===== src/design/cld_pkg.sv =====
// Purpose: Shared constants for the character display instruction decoder.
// Assumes: 40 MHz system clock; oscillator clock counted as system clock cycles.
// Notes:   Timing figures are in oscillator clocks; one oscillator clock = one clk.
package cld_pkg;
    // Instruction code leaders (most significant set bit)
    localparam logic [7:0] CLD_OP_ENTRY  = 8'h04;
    localparam logic [7:0] CLD_OP_ONOFF  = 8'h08;
    localparam logic [7:0] CLD_OP_SHIFT  = 8'h10;
    localparam logic [7:0] CLD_OP_SYSSET = 8'h20;
    localparam logic [7:0] CLD_OP_GLYPH  = 8'h40;
    localparam logic [7:0] CLD_OP_TEXT   = 8'h80;
    // Field positions
    localparam int CLD_BIT_INC     = 1;
    localparam int CLD_BIT_SHEN    = 0;
    localparam int CLD_BIT_DISP    = 2;
    localparam int CLD_BIT_CURS    = 1;
    localparam int CLD_BIT_BLINK   = 0;
    localparam int CLD_BIT_SC      = 3;
    localparam int CLD_BIT_RL      = 2;
    localparam int CLD_BIT_IFW     = 4;
    localparam int CLD_BIT_NLINE   = 3;
    localparam int CLD_BIT_FONT    = 2;
    // Address map
    localparam logic [6:0] CLD_TEXT_LAST1 = 7'h4f;
    localparam logic [6:0] CLD_LINE1_LAST = 7'h27;
    localparam logic [6:0] CLD_LINE2_FIRST = 7'h40;
    localparam logic [6:0] CLD_LINE2_LAST = 7'h67;
    localparam int CLD_TEXT_DEPTH  = 80;
    localparam int CLD_GLYPH_DEPTH = 64;
    // Timing in oscillator clocks
    localparam int CLD_EXEC_CYC    = 10;
    localparam int CLD_AC_SETTLE   = 5;
    localparam int CLD_BLINK_PER   = 204800;
    localparam int CLD_BLINK_HALF  = CLD_BLINK_PER / 2;
    // Reset values
    localparam logic [6:0] CLD_AC_RST  = 7'h00;
    localparam logic [6:0] CLD_SHIFT_RST = 7'h00;
    // Duty encodings (number of active commons)
    localparam logic [4:0] CLD_DUTY_8  = 5'h08;
    localparam logic [4:0] CLD_DUTY_11 = 5'h0b;
    localparam logic [4:0] CLD_DUTY_16 = 5'h10;

    typedef enum logic [1:0] {
        CLD_IDLE   = 2'b00,
        CLD_BUSY   = 2'b01,
        CLD_SETTLE = 2'b10
    } cld_state_e;
endpackage : cld_pkg


===== src/design/cld_decoder.sv =====
// Purpose: Instruction interpreter of a character display controller.
// Assumes: Host strobes are synchronous to clk; one strobe per cycle at most.
// Notes:   Clear and home are not handled; ROM glyphs and drivers live elsewhere.
`timescale 1ns/1ps
// Overview of operation
// - Entry mode 04h-07h; increment bit picks counter direction after RAM access.
// - Shift-enable moves display as well as cursor after text RAM writes.
// - Entry-mode display shift goes opposite to cursor direction.
// - Text reads and all glyph accesses move cursor only.
// - Both lines share one shift offset, so they move together.
// - On/off command holds display, cursor and blink flags.
// - Blink toggles dark phase, full period 204800 clocks.
// - Shift command 10h-1Fh: select bit moves display and cursor or cursor only.
// - Direction bit: 1 right, 0 left.
// - Width bit selects 8-bit or 4-bit bus.
// - Lines and font select duty 1/8, 1/11 or 1/16.
// - Glyph address command loads 6-bit counter and selects glyph RAM.
// - Glyph addressing wraps 3Fh to 00h.
// - Text address command loads 7-bit counter and selects text RAM.
// - Text RAM 80 cells; valid ranges depend on line count.
// - Data write stores byte at counter in selected RAM, then steps.
// - Glyph upper three bits stored but masked from pixels.
// - Status read gives busy in bit 7 and counter below.
// - After address load a 5-clock settle follows busy; counter valid at once.
// - Data read returns selected RAM byte and steps, never shifts.
// - Every instruction busy for at least 10 clocks.
module cld_decoder
#(
    parameter int BLINK_HALF = cld_pkg::CLD_BLINK_HALF
)
(
    // Clock and reset
    input  wire logic       clk,
    input  wire logic       nrst,
    // Host port
    input  wire logic       register_select,
    input  wire logic [7:0] wdata,
    input  wire logic       wr_stb,
    input  wire logic       rd_stb,
    output logic      [7:0] rdata,
    // Display state
    output logic            busy_indicator,
    output logic      [6:0] addr_count,
    output logic            sel_glyph,
    output logic      [6:0] shift_ofs,
    output logic            disp_on,
    output logic            cursor_on,
    output logic            blink_on,
    output logic            blink_dark,
    output logic            bus_8bit,
    output logic            two_line,
    output logic      [4:0] duty_coms,
    // Glyph pixel readback for the display side
    input  wire logic [5:0] pix_addr,
    output logic      [4:0] pix_row
);
    import cld_pkg::*;

    typedef struct packed {
        cld_state_e  st;
        logic [8:0]  cnt;
        logic [6:0]  ac;
        logic        glyph;
        logic [6:0]  ofs;
        logic        inc;
        logic        shen;
        logic        disp;
        logic        curs;
        logic        blink;
        logic        ifw;
        logic        nline;
        logic        font;
        logic [17:0] bcnt;
        logic        dark;
        logic [7:0]  rd;
        logic [4:0]  pix;
        logic        aload;
        logic [3:0]  brun;
    } cld_s;

    cld_s s_r;
    cld_s s_nxt;

    logic [7:0] text_mem [CLD_TEXT_DEPTH];
    logic [7:0] glyph_mem [CLD_GLYPH_DEPTH];
    logic       text_we;
    logic       glyph_we;
    logic [6:0] text_idx;

    // Fold the two-line map onto 80 cells; second line starts at cell 40
    always_comb
    begin
        if (s_r.nline && s_r.ac >= CLD_LINE2_FIRST)
        begin
            text_idx = 7'(s_r.ac - CLD_LINE2_FIRST + 7'(CLD_TEXT_DEPTH / 2));
        end
        else
        begin
            text_idx = s_r.ac;
        end
    end

    // Step the counter; glyph space is only six bits wide
    function automatic logic [6:0] step_ac(input logic [6:0] a, input logic up,
                                           input logic g, input logic two);
        logic [6:0] n;
        n = up ? 7'(a + 7'h01) : 7'(a - 7'h01);
        if (g)
        begin
            n = {1'b0, n[5:0]};
        end
        else if (two)
        begin
            if (up && a == CLD_LINE1_LAST)
                n = CLD_LINE2_FIRST;
            else if (up && a == CLD_LINE2_LAST)
                n = 7'h00;
            else if (!up && a == CLD_LINE2_FIRST)
                n = CLD_LINE1_LAST;
            else if (!up && a == 7'h00)
                n = CLD_LINE2_LAST;
        end
        else
        begin
            if (up && a == CLD_TEXT_LAST1)
                n = 7'h00;
            else if (!up && a == 7'h00)
                n = CLD_TEXT_LAST1;
        end
        return n;
    endfunction : step_ac

    // Shift offset wraps within the visible ring of one line
    function automatic logic [6:0] step_ofs(input logic [6:0] o, input logic right,
                                            input logic two);
        logic [6:0] lim;
        logic [6:0] n;
        lim = two ? CLD_LINE1_LAST : CLD_TEXT_LAST1;
        if (right)
            n = (o == 7'h00) ? lim : 7'(o - 7'h01);
        else
            n = (o == lim) ? 7'h00 : 7'(o + 7'h01);
        return n;
    endfunction : step_ofs

    always_comb
    begin
        s_nxt = s_r;
        text_we = 1'b0;
        glyph_we = 1'b0;
        if (s_r.bcnt == 18'(BLINK_HALF - 1))
        begin
            s_nxt.bcnt = 18'h00000;
            s_nxt.dark = ~s_r.dark;
        end
        else
        begin
            s_nxt.bcnt = 18'(s_r.bcnt + 18'h00001);
        end
        s_nxt.pix = glyph_mem[pix_addr][4:0];
        // An address-load mark lives only until the machine returns to idle
        if (s_r.st == CLD_IDLE)
            s_nxt.aload = 1'b0;
        // Busy run length; saturates so a stuck busy cannot wrap back into range
        if (!busy_indicator)
            s_nxt.brun = 4'h0;
        else if (s_r.brun != 4'hf)
            s_nxt.brun = 4'(s_r.brun + 4'h1);
        case (s_r.st)
            CLD_IDLE:
            begin
            end
            CLD_BUSY:
            begin
                // hold busy for the execution time
                if (s_r.cnt == 9'h001)
                    s_nxt.st = CLD_IDLE;
                s_nxt.cnt = 9'(s_r.cnt - 9'h001);
            end
            CLD_SETTLE:
            begin
                if (s_r.cnt == 9'h001)
                    s_nxt.st = CLD_IDLE;
                s_nxt.cnt = 9'(s_r.cnt - 9'h001);
            end
            default:
            begin
                s_nxt.st = CLD_IDLE;
            end
        endcase
        // Busy guard: instructions issued while busy are ignored
        if (wr_stb && !register_select && !busy_indicator)
        begin
            s_nxt.st = CLD_BUSY;
            s_nxt.cnt = 9'(CLD_EXEC_CYC);
            s_nxt.aload = wdata[7] | wdata[6];
            if (wdata[7])
            begin
                s_nxt.ac = wdata[6:0];
                s_nxt.glyph = 1'b0;
            end
            else if (wdata[6])
            begin
                s_nxt.ac = {1'b0, wdata[5:0]};
                s_nxt.glyph = 1'b1;
            end
            else if (wdata[5])
            begin
                s_nxt.ifw = wdata[CLD_BIT_IFW];
                s_nxt.nline = wdata[CLD_BIT_NLINE];
                s_nxt.font = wdata[CLD_BIT_FONT];
            end
            else if (wdata[4])
            begin
                if (wdata[CLD_BIT_SC])
                    s_nxt.ofs = step_ofs(s_r.ofs, wdata[CLD_BIT_RL], s_r.nline);
                s_nxt.ac = step_ac(s_r.ac, wdata[CLD_BIT_RL], s_r.glyph, s_r.nline);
            end
            else if (wdata[3])
            begin
                s_nxt.disp = wdata[CLD_BIT_DISP];
                s_nxt.curs = wdata[CLD_BIT_CURS];
                s_nxt.blink = wdata[CLD_BIT_BLINK];
            end
            else if (wdata[2])
            begin
                s_nxt.inc = wdata[CLD_BIT_INC];
                s_nxt.shen = wdata[CLD_BIT_SHEN];
            end
        end
        else if (wr_stb && register_select && !busy_indicator)
        begin
            s_nxt.st = CLD_BUSY;
            s_nxt.cnt = 9'(CLD_EXEC_CYC);
            text_we = ~s_r.glyph;
            glyph_we = s_r.glyph;
            // Data accesses never start a settle phase
            s_nxt.aload = 1'b0;
            s_nxt.ac = step_ac(s_r.ac, s_r.inc, s_r.glyph, s_r.nline);
            // shared display shift opposite to cursor
            if (s_r.shen && !s_r.glyph)
                s_nxt.ofs = step_ofs(s_r.ofs, ~s_r.inc, s_r.nline);
        end
        else if (rd_stb && register_select && !busy_indicator)
        begin
            // data read steps counter, never shifts
            s_nxt.st = CLD_BUSY;
            s_nxt.cnt = 9'(CLD_EXEC_CYC);
            s_nxt.aload = 1'b0;
            s_nxt.rd = s_r.glyph ? glyph_mem[s_r.ac[5:0]] : text_mem[text_idx];
            s_nxt.ac = step_ac(s_r.ac, s_r.inc, s_r.glyph, s_r.nline);
        end
        else if (rd_stb && !register_select)
        begin
            s_nxt.rd = {busy_indicator, s_r.ac};
        end
        // Address loads add a settling phase after busy drops; a status read
        // in that phase already sees the loaded counter, so hosts may poll early
        if (s_r.st == CLD_BUSY && s_r.cnt == 9'h001 && s_r.aload)
        begin
            s_nxt.st = CLD_SETTLE;
            s_nxt.cnt = 9'(CLD_AC_SETTLE);
        end
    end

    always_ff @(posedge clk)
    begin
        if (!nrst)
        begin
            s_r <= '0;
            s_r.st <= CLD_IDLE;
            s_r.ac <= CLD_AC_RST;
            s_r.ofs <= CLD_SHIFT_RST;
            s_r.inc <= 1'b1;
            s_r.ifw <= 1'b1;
        end
        else
        begin
            s_r <= s_nxt;
        end
    end

    // Memories carry no reset; contents are undefined until written
    always_ff @(posedge clk)
    begin
        if (text_we)
            text_mem[text_idx] <= wdata;
        // all eight bits kept, only low five reach pixels
        if (glyph_we)
            glyph_mem[s_r.ac[5:0]] <= wdata;
    end

    // Busy stays up through execution only; settle phase reads as ready
    assign busy_indicator = (s_r.st == CLD_BUSY);
    assign rdata = s_r.rd;
    assign addr_count = s_r.ac;
    assign sel_glyph = s_r.glyph;
    assign shift_ofs = s_r.ofs;
    assign disp_on = s_r.disp;
    assign cursor_on = s_r.curs;
    assign blink_on = s_r.blink;
    // dark phase only when blinking is on
    assign blink_dark = s_r.blink & s_r.dark;
    assign bus_8bit = s_r.ifw;
    assign two_line = s_r.nline;
    assign duty_coms = s_r.nline ? CLD_DUTY_16 : (s_r.font ? CLD_DUTY_11 : CLD_DUTY_8);
    assign pix_row = s_r.pix;

    // busy lasts exactly the execution time
    a_busy_len: assert property (@(posedge clk) disable iff (!nrst)
        $fell(busy_indicator) |-> s_r.brun == 4'(CLD_EXEC_CYC))
        else $error("busy length wrong");
    a_busy_cap: assert property (@(posedge clk) disable iff (!nrst)
        busy_indicator |-> s_r.brun < 4'(CLD_EXEC_CYC))
        else $error("busy held too long");
    a_glyph_wrap: assert property (@(posedge clk) disable iff (!nrst)
        sel_glyph |-> addr_count[6] == 1'b0)
        else $error("glyph counter above six bits");
    a_text_load: assert property (@(posedge clk) disable iff (!nrst)
        (wr_stb && !register_select && !busy_indicator && wdata[7])
        |=> addr_count == $past(wdata[6:0]) && !sel_glyph)
        else $error("text address load failed");
    a_glyph_load: assert property (@(posedge clk) disable iff (!nrst)
        (wr_stb && !register_select && !busy_indicator && wdata[7:6] == 2'b01)
        |=> addr_count == {1'b0, $past(wdata[5:0])} && sel_glyph)
        else $error("glyph address load failed");
    a_read_noshift: assert property (@(posedge clk) disable iff (!nrst)
        (rd_stb && register_select) |=> $stable(shift_ofs))
        else $error("read shifted display");
    a_status_read: assert property (@(posedge clk) disable iff (!nrst)
        (rd_stb && !register_select) |=> rdata == {$past(busy_indicator), $past(addr_count)})
        else $error("status word wrong");
    a_glyph_noshift: assert property (@(posedge clk) disable iff (!nrst)
        (wr_stb && register_select && sel_glyph) |=> $stable(shift_ofs))
        else $error("glyph access shifted display");
    a_inc_step: assert property (@(posedge clk) disable iff (!nrst)
        (wr_stb && register_select && !busy_indicator && !sel_glyph && s_r.inc
         && addr_count == 7'h05) |=> addr_count == 7'h06)
        else $error("increment step wrong");
    a_duty_sel: assert property (@(posedge clk) disable iff (!nrst)
        two_line |-> duty_coms == CLD_DUTY_16)
        else $error("duty wrong");

    c_data_write: cover property (@(posedge clk) disable iff (!nrst)
        wr_stb && register_select && !busy_indicator);
    c_data_read: cover property (@(posedge clk) disable iff (!nrst)
        rd_stb && register_select && !busy_indicator);
    c_settle: cover property (@(posedge clk) disable iff (!nrst) s_r.st == CLD_SETTLE);
    c_shift: cover property (@(posedge clk) disable iff (!nrst) $changed(shift_ofs));
    // Both lines shifting together
    c_two_line_shift: cover property (@(posedge clk) disable iff (!nrst)
        two_line && $changed(shift_ofs));
endmodule : cld_decoder


===== config.mk =====
export PLATFORM = sky130hd
export DESIGN_NAME = cld_decoder
export DESIGN_NICKNAME = d
export VERILOG_FILES = /design/src/design/cld_pkg.sv /design/src/design/cld_decoder.sv
export SDC_FILE = /design/constraint.sdc
export NUM_CORES = 1
export LEC_CHECK = 0
export BUFFER_PORTS_ARGS = -buffer_cell sky130_fd_sc_hd__clkbuf_2
export CAP_MARGIN = 15
export CORE_MARGIN = 5
export CORE_UTILIZATION = 48
export CTS_CLUSTER_SIZE = 30
export DETAILED_ROUTE_END_ITERATION = 10
export PLACE_DENSITY = 0.75
export SYNTH_ARGS = -nofsm -noshare
export SYNTH_HDL_FRONTEND = slang
export SYNTH_SLANG_ARGS = --single-unit

===== constraint.sdc =====
create_clock -name clk -period 2.49 [get_ports clk]
set_input_delay 0 -clock clk [delete_from_list [all_inputs] [get_ports clk]]
set_output_delay 0 -clock clk [all_outputs]
set_load 0.02 [all_outputs]

# ---- Word-level counts from Yosys, hierarchy flattened
# Memories as Yosys holds them, arrays and structs flattened. A register that Yosys moved wholly into a read port is not among the register bits.
# Cells that the tools add are included.
dict set report classes {
  n_addsub 8
  order_cmp 1
  eq_ne 20
  n_mux 68
  bitwise 12
  n_reduce_logical 51
}
# cell count
set op_table {}
lappend op_table {{two-way mux 7 bit} 32}
lappend op_table {{two-way mux 18 bit} 3}
lappend op_table {{two-way mux 8 bit} 4}
lappend op_table {{two-way mux 15 bit} 2}
lappend op_table {{== test 7 bit (second input constant)} 3}
lappend op_table {{logical AND 1 bit} 21}
lappend op_table {{adder 18 x 1 -> 18 bit (second input constant)} 1}
lappend op_table {{== test 18 x 17 -> 1 bit (second input constant)} 1}
lappend op_table {{adder 7 x 1 -> 7 bit (second input constant)} 2}
lappend op_table {{zero test 7 bit} 2}
lappend op_table {{AND reduction 7 bit} 2}
lappend op_table {{subtractor 7 x 1 -> 7 bit (second input constant)} 2}
lappend op_table {{two-way mux 1 bit} 13}
lappend op_table {{two-way mux 12 bit} 1}
lappend op_table {{two-way mux 6 bit} 2}
lappend op_table {{two-way mux 11 bit} 1}
lappend op_table {{two-way mux 5 bit} 2}
lappend op_table {{inequality test 2 bit (second input constant)} 5}
lappend op_table {{inequality test 5 x 1 -> 1 bit (second input constant)} 2}
lappend op_table {{NOT 1 bit} 10}
lappend op_table {{== test 9 x 1 -> 1 bit (second input constant)} 1}
lappend op_table {{two-way mux 9 bit} 1}
lappend op_table {{subtractor 9 x 1 -> 9 bit (second input constant)} 1}
lappend op_table {{two-way mux 2 bit} 4}
lappend op_table {{other kinds (26)} 42}
dict set report totals {
  register_bits 62
  mem_bits_rw 1152
  output_inout_bits 40
  word_cells 182
  memories 2
}
# name depth width rd rd_clocked_by_memory_dff write_ports line_no
set memory_table {}
lappend memory_table {text_mem 80 8 1 0 1 cld_decoder.sv:84} ;# logic [7:0] text_mem [CLD_TEXT_DEPTH];
lappend memory_table {glyph_mem 64 8 2 2 1 cld_decoder.sv:85} ;# logic [7:0] glyph_mem [CLD_GLYPH_DEPTH];

# ---- Logic depth before layout (Yosys ltp)
dict set report depth {
  ltp_word 15
  mapped_depth 13
  mapped_depth_nobuf 10
}

# ---- Least setup slack after synthesis
# No wires, ideal clock.
dict set report synth_timing {
  path_kind {reg2reg}
  from {register s_r, in the netlist addr_count[3]}
  to {memory text_mem[12][0] (enable)}
  setup_time_ns 0.370
  arrival_ns 2.394
  t_required_ns 2.120
  path_slack_ns -0.274
  path_stages_with_launch 10
  path_cell_list {dfxtp_1 > buf_2 > clkinv_1 > ha_1 > and3b_1 > a22oi_1 > clkbuf_1 > nand2b_1 > clkbuf_1 > nor2_1}
}
dict set report synth_via {
  elab_chain_cells 3
}
# element line_no
set synth_lines {}
lappend synth_lines {{start: declaration} cld_decoder.sv:81} ;# cld_s s_r;
lappend synth_lines {{start signal: assignment} cld_decoder.sv:279} ;# s_r <= s_nxt;
lappend synth_lines {{subtractor 7 bit or greater-or-equal comparator 7 bit (tied branches)} {cld_decoder.sv:95, cld_decoder.sv:93}}
lappend synth_lines {{adder 7 x 6 -> 7 bit or logical AND 1 bit (tied branches)} {cld_decoder.sv:95, cld_decoder.sv:93}}
lappend synth_lines {{two-way mux 7 bit *} cld_decoder.sv:93} ;# if (s_r.nline && s_r.ac >= CLD_LINE2_FIRST)
lappend synth_lines {{end: declaration} cld_decoder.sv:84}
# Mark *: on every way between the ends. The rest lies on a longest branch, timed or not.

# ---- Final worst setup path
dict set report layout_timing {
  from {register s_r, in the netlist addr_count[0]}
  to {register s_r, in the netlist rdata[4]}
}
dict set report layout_via {
  elab_chain_cells 6
}
# element line_no
set layout_lines {}
lappend layout_lines {{subtractor 7 bit or greater-or-equal comparator 7 bit (tied branches)} {cld_decoder.sv:95, cld_decoder.sv:93}}
lappend layout_lines {{adder 7 x 6 -> 7 bit or logical AND 1 bit (tied branches)} {cld_decoder.sv:95, cld_decoder.sv:93}}
lappend layout_lines {{two-way mux 7 bit *} cld_decoder.sv:93}
lappend layout_lines {{memory read (80 x 8 bit) *} n/a}
lappend layout_lines {{two-way mux 8 bit *} cld_decoder.sv:250} ;# s_nxt.rd = s_r.glyph ? glyph_mem[s_r.ac[5:0]] : text_mem[text_idx];
lappend layout_lines {{two-way mux 8 bit *} cld_decoder.sv:244} ;# else if (rd_stb && register_select && !busy_indicator)
# Marked as above.
# A chain may end at the register's enable or synchronous reset.

==> flow_metrics.env <==
export IMPL_vias=32760
export IMPL_final_core_util_pct=59.22
export IMPL_ir_drop_v=0.001010
export IMPL_antenna_found_initial=7
export IMPL_core_area_um2=105400
export IMPL_clock_power_share_pct=38.1
export IMPL_place_gp_congestion=0.8975
export IMPL_root_buffer="clkbuf_16"
export IMPL_critical_path_required_ps=3070
export IMPL_syn_inst=2938
export IMPL_start_kind="flop"
export IMPL_violations="negative setup slack"
export IMPL_ant_nets=0
export IMPL_drv_cap=0
export IMPL_p_sw_uw=10720
export IMPL_tns_ps=-1463
export IMPL_leakage_uw=0.02064
export IMPL_yosysWarnings=0
export IMPL_p_int_uw=34480
export IMPL_ys_seq_elements=1225
export IMPL_nets=3567
export IMPL_drv_slew=0
export IMPL_comb_power_share_pct=11.7
export IMPL_drt_initial_drc_count=4910
export IMPL_p_sw_share_pct=23.72
export IMPL_pwr_share_seq_pct=50.2
export IMPL_synthArstFlopShare_pct=0
export IMPL_crit_chain="buf_6, buf_4, nand2b_2, nor2_2, buf_4, a221oi_1, a31oi_2, nor4_4, buf_4, o22ai_4, o21ai_2, a21oi_1"
export IMPL_status="finished, violations left"
export IMPL_relSlewSlack_pct=43.56
export IMPL_clkTransAtPathRegs_ps=60
export IMPL_h_tree_depth=3
export IMPL_rsz0062_at_grt="yes"
export IMPL_crit_slowest_cell="nor4_4"
export IMPL_drt_wl_total_mm=151.3
export IMPL_ys_seq_area_share_pct=70.75
export IMPL_setup_viol=8
export IMPL_avgSynthCellArea_um2=17.35
export IMPL_critical_path_max_fanout=7
export IMPL_die_area_um2=112800
export IMPL_path_class="flop to flop"
export IMPL_io_buffer_count=57
export IMPL_viasPerCell=6.521
export IMPL_critical_path_max_stage_delay_ps=430
export IMPL_clock_skew_ps=28.91
export IMPL_fp_row_count=119
export IMPL_grt_max_degree=145
export IMPL_synthTopCellsByArea="edfxtp_1, mux4_2, dfxtp_1"
export IMPL_p_per_area_nw_per_um2=724.1
export IMPL_synth_edf_count=1152
export IMPL_drive_gt1_share_pct=35.89
export IMPL_overflow=0
export IMPL_post_dp_hpwl_mm=95.11
export IMPL_clk_latency_ps=710
export IMPL_cp_common_cell="buf_4"
export IMPL_drt_pass1_iter_count=7
export IMPL_crit_family="compound AO/OA/AOI/OAI gates"
export IMPL_synth_top_area_share_pct=67.88
export IMPL_cts_num_sinks=1225
export IMPL_worst_pin_slew_ps=846.6
export IMPL_drc=0
export IMPL_period_minus_slack_ps=2782
export IMPL_cts_inserted_buffers=116
export IMPL_crit_buf_inv=4
export IMPL_max_freq_mhz=359.4
export IMPL_syn_area_um2=50960
export IMPL_grt_pass1_wl_mm=218.7
export IMPL_die_y_um=335.8
export IMPL_layout_setup_ws_ps=-292.1
export IMPL_syn_nets=2970
export IMPL_grt_usage_pct=26.17
export IMPL_cts_buffer_depth=3
export IMPL_synth_ff_type="edfxtp_1"
export IMPL_cts_tree="done"
export IMPL_io_pins=59
export IMPL_post_route_period_util_pct=111.7
export IMPL_synth_largest_area_cell="edfxtp_1"
export IMPL_start_util_pct=48.34
export IMPL_grt_pass1_vias=32580
export IMPL_wl_per_cell_um=30.12
export IMPL_areaGrowthSynthToFinish_pct=22.49
export IMPL_die_w_um=335.8
export IMPL_yosysUniqueCellTypes=80
export IMPL_hold_path_class="primary input to flop"
export IMPL_arrival_ps=3360
export IMPL_hold_violations=0
export IMPL_worst_setup_path_end_kind="flop"
-- stage by stage --
step	area, um2	std cells	total power, uW	worst slack [ps]	hold slack [ps]
2_1_floorplan	51120	2938	25380	-96.65	98.87
3_3_place_gp	56970	4719	27530	-544.3	345.9
3_5_place_dp	56970	4719	27600	-564.1	346.9
4_1_cts	61810	5004	44900	-160.3	142.3
5_1_grt	62420	5022	46370	-321.2	186.2
6_report	62420	5024	45200	-292.1	203.0
-- final cells by class --
cell class | count | area (um2)
sequential | 1225 | 36080
fill | 7414 | 42990
clock inverter | 60 | 493.0
multi-input combinational | 1478 | 14570
clock buffer | 154 | 3181
tap | 1391 | 1740
inverter | 24 | 107.6
timing repair buffer | 690 | 6247
antenna | 2 | 5.005
-- power groups by stage --
stage / Clock, uW / Sequential (uW) / Combinational (uW)
floorplan: 0 / 23100 / 2320
global placement: 0 / 23100 / 4380
detailed placement: 0 / 23200 / 4450
CTS: 17300 / 22700 / 4930
global route: 18200 / 22700 / 5460
finish: 17200 / 22700 / 5270
-- logic make-up (layout without fill, tap and decap cells) --
kind of cell | Yosys count | after routing | share of synthesized area (%)
flops | 1225 | 1225 | 70.75
simple gates | 507 | 508 | 4.554
xor+xnor | 35 | 35 | 0.6015
other cells | 1 | 3 | 0.007359
fa+ha+maj | 13 | 13 | 0.3192
mux | 385 | 385 | 13.98
buf+inv | 236 | 928 | 2.276
compound gates | 536 | 536 | 7.515
-- synthesized netlist by cell type (5+ instances only) --
library cell,instances
buf_1,17
a21boi_0,7
o22ai_1,29
o211a_1,5
o31a_1,5
nand3b_1,6
inv_1,22
nor2_1,227
a31oi_1,26
and2_1,17
a22oi_1,105
nand2b_1,16
nor3_1,8
edfxtp_1,1152
and3_1,9
mux2_2,43
a221oi_1,68
o21ai_0,78
a22o_1,34
mux4_2,257
dfxtp_1,73
a222oi_1,8
o32ai_1,5
mux2i_1,85
nor4_1,8
xor2_1,18
nand3_1,37
o221ai_1,13
buf_2,57
or3_1,5
ha_1,13
buf_4,50
xnor2_1,17
a221o_1,18
a211oi_1,6
nor2b_1,22
a21oi_1,83
nand2_1,120
o31ai_1,6
clkbuf_1,86
-- state kept, by name, indices dropped and copies added (netlist names), named ones only --
name and count:
addr_count 7, blink_on 1, bus_8bit 1, cursor_on 1, disp_on 1, glyph_mem 512
pix_row 5, rdata 8, s_r 34, sel_glyph 1, shift_ofs 7, text_mem 640
two_line 1
-- placed cells by master (no fill, tap or decap), drive strengths merged, types with 73 or more instances in the layout --
cell type  instances
nor2             229
mux4             257
o21ai             80
buf              626
dfxtp             73
a21oi             83
clkbuf           202
a22oi            105
edfxtp          1152
nand2            120
mux2i             85
-- per-layer routing --
layer / vias up / routed length, um / GRT usage (%) / part of all wire, %
met2: 2611 / 72620 / 42.42 / 48
li1: 13210 / - / - / -
met1: 16360 / 52000 / 34.18 / 34
met3: 577 / 18110 / 5.896 / 12
met4: 6 / 8551 / 11.96 / 5.7
met5: - / 29 / 0 / 0.019
-- worst reg2reg max path: stages, from the launching register on --
cell      delay (ps)
dfxtp_4          410
buf_6            120
buf_4            120
nand2b_2         200
nor2_2           120
buf_4            170
a221oi_1         370
a31oi_2          220
nor4_4           430
buf_4            210
o22ai_4           80
o21ai_2          130
a21oi_1           70
-- what timing repair did --
action	CTS	global route
pin swaps	25	42
gates cloned	6	1
hold buffers	17	0
hold endpoints to repair	232	0
setup endpoints to repair	253	360
buffers inserted	49	21
resized for setup	107	93
-- final timing paths --
path                       from               to  slack (ps)  depth (start not counted)
hold / removal         wdata[7]  text_mem[74][7]         200                          2
setup / recovery  addr_count[0]         rdata[4]        -290                         12
setup reg to reg  addr_count[0]         rdata[4]        -290                         12
hold reg to reg         s_r[70]          s_r[70]         480                          2
(Power assumes the default switching activity.)
